[src/design/ptc_params.svh]
// offsets, field positions, reset values and widths of the period timer
`ifndef PTC_PARAMS_SVH
`define PTC_PARAMS_SVH

// ****************************************
// register offsets
// ****************************************
`define PTC_ADDR_W 4
`define PTC_OFS_CONTROL 4'h0
`define PTC_OFS_PERIOD 4'h1
`define PTC_OFS_COUNT 4'h2
`define PTC_OFS_FLAGS 4'h3

// ****************************************
// control register fields
// ****************************************
`define PTC_CTRL_UNUSED_BIT 7
`define PTC_POST_HI 6
`define PTC_POST_LO 3
`define PTC_RUN_BIT 2
`define PTC_PRE_HI 1
`define PTC_PRE_LO 0
`define PTC_CTRL_MASK 8'h7F

// ****************************************
// flag register fields
// ****************************************
`define PTC_FLAG_BIT 0
`define PTC_IRQ_EN_BIT 1

// ****************************************
// reset values
// ****************************************
`define PTC_RST_CONTROL 8'h00
`define PTC_RST_PERIOD 8'hFF
`define PTC_RST_COUNT 8'h00
`define PTC_RST_FLAGS 2'h0

// ****************************************
// prescaler terminal counts
// ****************************************
`define PTC_PRE_TERM_1 6'h00
`define PTC_PRE_TERM_4 6'h03
`define PTC_PRE_TERM_16 6'h0F
`define PTC_PRE_TERM_64 6'h3F

`endif

[src/design/ptc_pkg.sv]
// types and shared decoding of the period timer
`include "ptc_params.svh"

package ptc_pkg;

    typedef logic [7:0] ptc_byte_type;
    typedef logic [5:0] ptc_pre_cnt_type;
    typedef logic [1:0] ptc_pre_sel_type;
    typedef logic [3:0] ptc_post_type;

    // terminal count of the input prescaler for a select code
    function automatic ptc_pre_cnt_type ptc_pre_term(input ptc_pre_sel_type sel);
        case (sel)
            2'h0: ptc_pre_term = `PTC_PRE_TERM_1;
            2'h1: ptc_pre_term = `PTC_PRE_TERM_4;
            2'h2: ptc_pre_term = `PTC_PRE_TERM_16;
            default: ptc_pre_term = `PTC_PRE_TERM_64;
        endcase
    endfunction : ptc_pre_term

endpackage : ptc_pkg

[src/design/ptc_prescaler.sv]
// input prescaler of the period timer
`timescale 1ns/1ps

module ptc_prescaler
    import ptc_pkg::*;
(
    input wire logic mclk,
    input wire logic sys_rst,
    input wire logic run,
    input wire logic clear,
    input wire ptc_pre_sel_type sel,
    output logic tick
);

    ptc_pre_cnt_type cnt;
    ptc_pre_cnt_type next_cnt;
    ptc_pre_cnt_type term;

    // ****************************************
    // divider
    // ****************************************
    // greater-or-equal guards against a select that shrinks mid-count
    assign term = ptc_pre_term(sel);
    assign tick = run && !clear && (cnt >= term);

    // divide by 1, 4, 16 or 64
    always_comb begin
        next_cnt = cnt;
        if (!run || clear || tick) begin
            next_cnt = 6'h00;
        end else begin
            next_cnt = cnt + 6'h01;
        end
    end

    always_ff @(posedge mclk or posedge sys_rst) begin
        if (sys_rst) begin
            cnt <= 6'h00;
        end else begin
            cnt <= next_cnt;
        end
    end

endmodule : ptc_prescaler

[src/design/ptc_timer.sv]
// period timer: control register, count, period match and postscaler
// Functional notes
// - control bits 6 to 3 choose an output postscale of code plus one, 1:1 to 1:16.
// - control bit 2 at one runs the timer and at zero stops it.
// - control bits 1 to 0 choose an input prescale of 1, 4, 16 or 64.
// - control bit 7 is absent, reads zero and ignores writes.
// - all other control bits are read/write and clear to zero on every reset.
// - a separate software period register bounds each counting period.
// - the running count is an 8-bit register software can read and write.
//
// Strobed register access and the placing of the registers were chosen for this implementation.
`timescale 1ns/1ps

module ptc_timer
    import ptc_pkg::*;
(
    input wire logic mclk,
    input wire logic sys_rst,
    input wire logic [`PTC_ADDR_W-1:0] reg_addr,
    input wire ptc_byte_type reg_wdata,
    input wire logic reg_wr,
    input wire logic reg_rd,
    output ptc_byte_type reg_rdata,
    output logic period_match_flag,
    output logic period_match_irq_enable
);

    // ****************************************
    // state
    // ****************************************
    ptc_byte_type control;
    ptc_byte_type next_control;
    ptc_byte_type period;
    ptc_byte_type next_period;
    ptc_byte_type count;
    ptc_byte_type next_count;
    ptc_post_type post_cnt;
    ptc_post_type next_post_cnt;
    logic flag;
    logic next_flag;
    logic irq_en;
    logic next_irq_en;
    ptc_byte_type next_rdata;

    logic wr_ctrl;
    logic wr_period;
    logic wr_count;
    logic wr_flags;
    logic run;
    logic tick;
    logic match;
    logic post_done;
    ptc_post_type post_sel;

    assign wr_ctrl = reg_wr && (reg_addr == `PTC_OFS_CONTROL);
    assign wr_period = reg_wr && (reg_addr == `PTC_OFS_PERIOD);
    assign wr_count = reg_wr && (reg_addr == `PTC_OFS_COUNT);
    assign wr_flags = reg_wr && (reg_addr == `PTC_OFS_FLAGS);
    assign run = control[`PTC_RUN_BIT];
    assign post_sel = control[`PTC_POST_HI:`PTC_POST_LO];
    assign match = tick && (count == period);
    assign post_done = match && (post_cnt == post_sel);

    // ****************************************
    // prescaler
    // ****************************************
    // writes to count or control restart the prescaler, as a fresh period should
    ptc_prescaler u_prescaler (
        .mclk(mclk),
        .sys_rst(sys_rst),
        .run(run),
        .clear(wr_ctrl || wr_count),
        .sel(control[`PTC_PRE_HI:`PTC_PRE_LO]),
        .tick(tick)
    );

    // ****************************************
    // registers and counting
    // ****************************************
    always_comb begin
        next_control = control;
        next_period = period;
        next_count = count;
        next_post_cnt = post_cnt;
        next_flag = flag;
        next_irq_en = irq_en;
        if (wr_ctrl) begin
            next_control = reg_wdata & `PTC_CTRL_MASK;
        end
        if (wr_period) begin
            next_period = reg_wdata;
        end
        if (match) begin
            next_count = 8'h00;
            next_post_cnt = post_done ? 4'h0 : post_cnt + 4'h1;
        end else if (tick) begin
            next_count = count + 8'h01;
        end
        if (wr_count) begin
            next_count = reg_wdata;
            next_post_cnt = 4'h0;
        end
        if (wr_flags) begin
            next_flag = reg_wdata[`PTC_FLAG_BIT];
            next_irq_en = reg_wdata[`PTC_IRQ_EN_BIT];
        end
        // set beats a same-cycle clear
        if (post_done) begin
            next_flag = 1'b1;
        end
    end

    always_ff @(posedge mclk or posedge sys_rst) begin
        if (sys_rst) begin
            control <= `PTC_RST_CONTROL;
            period <= `PTC_RST_PERIOD;
            count <= `PTC_RST_COUNT;
            post_cnt <= 4'h0;
            {irq_en, flag} <= `PTC_RST_FLAGS;
        end else begin
            control <= next_control;
            period <= next_period;
            count <= next_count;
            post_cnt <= next_post_cnt;
            flag <= next_flag;
            irq_en <= next_irq_en;
        end
    end

    // ****************************************
    // read port
    // ****************************************
    // data stand one cycle only; unmapped offsets read zero
    always_comb begin
        next_rdata = 8'h00;
        if (reg_rd) begin
            case (reg_addr)
                `PTC_OFS_CONTROL: next_rdata = control;
                `PTC_OFS_PERIOD: next_rdata = period;
                `PTC_OFS_COUNT: next_rdata = count;
                `PTC_OFS_FLAGS: next_rdata = {6'h00, irq_en, flag};
                default: next_rdata = 8'h00;
            endcase
        end
    end

    always_ff @(posedge mclk or posedge sys_rst) begin
        if (sys_rst) begin
            reg_rdata <= 8'h00;
        end else begin
            reg_rdata <= next_rdata;
        end
    end

    assign period_match_flag = flag;
    assign period_match_irq_enable = irq_en;

    // ****************************************
    // assertions
    // ****************************************
    property p_post_flag;
        @(posedge mclk) disable iff (sys_rst)
        post_done |=> period_match_flag;
    endproperty
    a_post_flag: assert property (p_post_flag) else $error("flag missed on postscale");

    property p_post_early;
        @(posedge mclk) disable iff (sys_rst)
        (match && (post_cnt != post_sel) && !period_match_flag && !wr_flags)
            |=> !period_match_flag;
    endproperty
    a_post_early: assert property (p_post_early) else $error("flag set early");

    property p_stop_hold;
        @(posedge mclk) disable iff (sys_rst)
        (!run && !wr_count) |=> $stable(count);
    endproperty
    a_stop_hold: assert property (p_stop_hold) else $error("count moved while stopped");

    property p_pre4;
        @(posedge mclk) disable iff (sys_rst)
        (tick && control[`PTC_PRE_HI:`PTC_PRE_LO] == 2'h1)
            |=> (!tick || control[`PTC_PRE_HI:`PTC_PRE_LO] != 2'h1) [*3];
    endproperty
    a_pre4: assert property (p_pre4) else $error("prescale 4 spacing wrong");

    property p_bit7_zero;
        @(posedge mclk) disable iff (sys_rst)
        (reg_rd && reg_addr == `PTC_OFS_CONTROL) |=> (reg_rdata[`PTC_CTRL_UNUSED_BIT] == 1'b0);
    endproperty
    a_bit7_zero: assert property (p_bit7_zero) else $error("control bit 7 not zero");

    property p_ctrl_rw;
        @(posedge mclk) disable iff (sys_rst)
        (wr_ctrl ##1 (reg_rd && reg_addr == `PTC_OFS_CONTROL))
            |=> (reg_rdata == ($past(reg_wdata, 2) & `PTC_CTRL_MASK));
    endproperty
    a_ctrl_rw: assert property (p_ctrl_rw) else $error("control readback wrong");

    property p_period_wr;
        @(posedge mclk) disable iff (sys_rst)
        wr_period |=> (period == $past(reg_wdata));
    endproperty
    a_period_wr: assert property (p_period_wr) else $error("period not stored");

    property p_count_wr;
        @(posedge mclk) disable iff (sys_rst)
        wr_count |=> (count == $past(reg_wdata));
    endproperty
    a_count_wr: assert property (p_count_wr) else $error("count not stored");

    property p_count_inc;
        @(posedge mclk) disable iff (sys_rst)
        (tick && !match && !wr_count) |=> (count == $past(count) + 8'h01);
    endproperty
    a_count_inc: assert property (p_count_inc) else $error("count did not step");

    property p_match_clr;
        @(posedge mclk) disable iff (sys_rst)
        (match && !wr_count) |=> (count == 8'h00);
    endproperty
    a_match_clr: assert property (p_match_clr) else $error("count kept on match");

    c_match: cover property (@(posedge mclk) disable iff (sys_rst) match);
    c_flag: cover property (@(posedge mclk) disable iff (sys_rst) post_done && post_sel == 4'hF);
    c_set_clr: cover property (@(posedge mclk) disable iff (sys_rst) post_done && wr_flags);
    c_pre64: cover property (@(posedge mclk) disable iff (sys_rst)
        tick && control[`PTC_PRE_HI:`PTC_PRE_LO] == 2'h3);

endmodule : ptc_timer

[config.mk]
export PLATFORM = sky130hd
export DESIGN_NAME = ptc_timer
export DESIGN_NICKNAME = d
export VERILOG_FILES = /design/src/design/ptc_pkg.sv /design/src/design/ptc_prescaler.sv /design/src/design/ptc_timer.sv
export VERILOG_INCLUDE_DIRS = /design/src /design/src/design
export SDC_FILE = /design/constraint.sdc
export NUM_CORES = 1
export LEC_CHECK = 0
export BUFFER_PORTS_ARGS = -buffer_cell sky130_fd_sc_hd__buf_2
export CORE_MARGIN = 2
export CORE_UTILIZATION = 58
export CTS_BUF_LIST = sky130_fd_sc_hd__clkbuf_8 sky130_fd_sc_hd__clkbuf_16
export DETAILED_ROUTE_END_ITERATION = 6
export HOLD_SLACK_MARGIN = 0.15
export PLACE_DENSITY = 0.88
export SKIP_CTS_REPAIR_TIMING = 1
export SYNTH_ARGS = -nofsm -noshare
export SYNTH_HDL_FRONTEND = slang
export SYNTH_SLANG_ARGS = --single-unit
[constraint.sdc]
create_clock -name mclk -period 2.8 [get_ports mclk]
set_input_delay 0.42 -clock mclk [delete_from_list [all_inputs] [get_ports mclk]]
set_output_delay 0.42 -clock mclk [all_outputs]
set_load 0.01 [all_outputs]
==> results.yml <==
synthesis:
  synthesis.area_um2: 2370
  yosysSeqAreaShare: 0.458
  synth_common_cells: "35 x dfrtp_1, 33 x nor2_1, 17 x nand2_1, 15 x mux2_2, 14 x xor2_1"
  synth_edf_count: 0
  synth_top_area_cell: "dfrtp_1"
  synth_top_cell_area_share: 0.369
  synth.area.top_cells: "dfrtp_1 37%, dfstp_2 8.9%, mux2_2 7.1%"
  ys_warn_count: 0
  synth_flop_cell: "dfrtp_1"
  synthCells: 234
  async_flop_share: 1.00
  synthesis.nets: 259
  avgSynthCellArea_um2: 10.1
  synth_most_common_cell: "dfrtp_1"
  synthDistinctLibCells: 40
  ys_seq_elements: 43
pwr:
  total_power_mw: 2.05
  leakage_nw: 1.25
  ir_drop_mv: 0.282
  p_per_area_nw_per_um2: 768
drt:
  dr_wl_met2_um: 2860
  ant_nets: 0
  firstDrtPassIters: 7
  vias: 1960
  drt-vias-per-instance: 6.28
  finalWirelength_um: 5670
  top_layer_used: "met4"
  drc: 2
  routedWlPerCell_um: 18.2
  drt_iter0_drc: 228
  routed-wl-met3_um: 392
  met1_length_um: 2300
worst_hold_path:
  hp-class: "in2async"
clocking:
  cts_buffers: 5
  cts_sinks: 43
  clockRootBuffer: "clkbuf_8"
  clock_path_buffers: 2
  insertion_delay_ps: 300
  cts_tree: "done"
  clk_pin_slew_worst_paths_ps: 80
  h-tree-depth: 2
die:
  start_util: 0.598
  num_rows: 23
  core_area_um2: 3970
  die_w_um: 68.0
  io_pins: 26
  die_area_um2: 4620
  die_y_um: 68.0
timing:
  final.period_utilization: 0.874
  setup_viol: 0
  slew_headroom: 0.484
  min_period_ps: 2450
  slew_violations: 0
  rsz0062_at_grt: "false"
  fin_skew_ps: 8.40
  fmax_mhz: 409
  worst_pin_slew_ps: 767
  fin_tns_setup_ps: 0
  hold_violations: 0
finish:
  fin_cells: 312
  n_fill_cell: 281
  register_area_um2: 1090
  nets: 286
  antennaDiodeCount: 0
  multi_input_area_um2: 1230
  drive_gt1_frac: 0.248
  area_delta_synth_final_pct: 12.5
setup_path:
  worstPathRequired_ps: 2980
  worstSetupPathType: "reg2reg"
  reg2reg_to: "count[3]"
  cp_max_fo: 8
  end_kind: "register"
  crit_path_end: "count[3]"
  crit_start: "control[0]"
  regToRegSetupSlack_ps: 350
  reg2regPathDepth: 7
  r2r_start: "control[0]"
  crit_path_start_kind: "register"
  arrival_ps: 2620
global_route:
  first_global_vias: 1825
  grtUsageTotal: 0.266
  grt_max_degree: 44
  grt_pass1_wl_um: 8920
  antenna_found_initial: 0
  overflow: 0
placed_design:
  post-dp-hpwl_um: 3770
  io_buffers: 25
  dp_cells: 304
  place_congestion: 0.900
run_status:
  failed_checks: "DRC"
  outcome: "complete, but fails checks"
flow_run:
  cap_violations: 0
## metal layers
| layer | vias up | GRT usage |
|---|---|---|
| li1 | 905 | - |
| met1 | 934 | 0.326 |
| met2 | 106 | 0.448 |
| met3 | 15 | 0.0658 |
| met4 | 0 | 0.110 |
| met5 | - | 0 |
## worst min-delay path by stage
stage	startpoint	to	cells past startpoint
after detailed placement	u_prescaler.cnt[0]	u_prescaler.cnt[0]	1
after global placement	u_prescaler.cnt[0]	u_prescaler.cnt[0]	1
after CTS	sys_rst	count[7]	3
after floorplan	u_prescaler.cnt[0]	u_prescaler.cnt[0]	1
final	sys_rst	reg_rdata[0]	3
after global routing	sys_rst	reg_rdata[7]	3
## worst max-delay path, stage by stage, from the launching register on
cell and delay [ps]:
dfrtp_1 420, or2_2 330, ha_1 290, nand2b_1 180
a21oi_1 230, o221ai_1 390, a311oi_1 410, a211oi_1 80
## sequential cells by signal (all words and copies together), names as in the netlist
name	count
control	7
count	8
period	8
period_match_flag	1
period_match_irq_enable	1
post_cnt	4
reg_rdata	8
u_prescaler.cnt	6
## power by group
group	internal (mW)	leakage, nW	switching (mW)
Sequential	0.762	0.536	0.176
Combinational	0.255	0.653	0.346
Clock	0.289	0.0612	0.224
Total	1.31	1.25	0.746
## per-stage QoR
| step | setup WS (ps) | hold WS (ps) | instance area, um2 | util |
|---|---|---|---|---|
| after CTS | 356 | 263 | 2670 | 0.673 |
| after floorplan | 568 | 454 | 2370 | - |
| final | 353 | 251 | 2670 | 0.673 |
| after global routing | 151 | 316 | 2670 | 0.673 |
| after detailed placement | 476 | 488 | 2550 | 0.643 |
| after global placement | 581 | 478 | 2550 | 0.643 |
## cells in the final DEF (no fill, tap or decap), drive strengths merged, types with 2 or more instances in the layout
| cell type | count |
|---|---|
| o22ai | 2 |
| inv | 7 |
| nand4b | 2 |
| nor3 | 2 |
| a21oi | 10 |
| nand2b | 2 |
| o21ai | 3 |
| nand2 | 17 |
| nand3 | 9 |
| o31ai | 3 |
| clkbuf | 6 |
| a31oi | 5 |
| and3 | 7 |
| xnor2 | 2 |
| a311oi | 4 |
| buf | 28 |
| dfstp | 8 |
| mux2 | 15 |
| nand4 | 6 |
| ha | 9 |
| xor2 | 14 |
| a211oi | 8 |
| mux2i | 8 |
| nor4 | 3 |
| dfrtp | 35 |
| nor2 | 33 |
## final cells by class
cell class	instances	area share
Timing Repair Buffer	28	0.0553
Clock buffer	6	0.0309
Clock inverter	2	0.0131
Multi-Input combinational cell	176	0.461
Inverter	7	0.00984
Sequential cell	43	0.407
Tap cell	50	0.0234
## cells by family after synthesis
kind of cell	Yosys count	synth area share
simple gates	86	0.186
flops	43	0.458
compound gates	42	0.121
mux	23	0.105
xor+xnor	16	0.0590
buf+inv	15	0.0237
fa+ha+maj	9	0.0474
No activity file was read; power rests on OpenSTA's default activity.
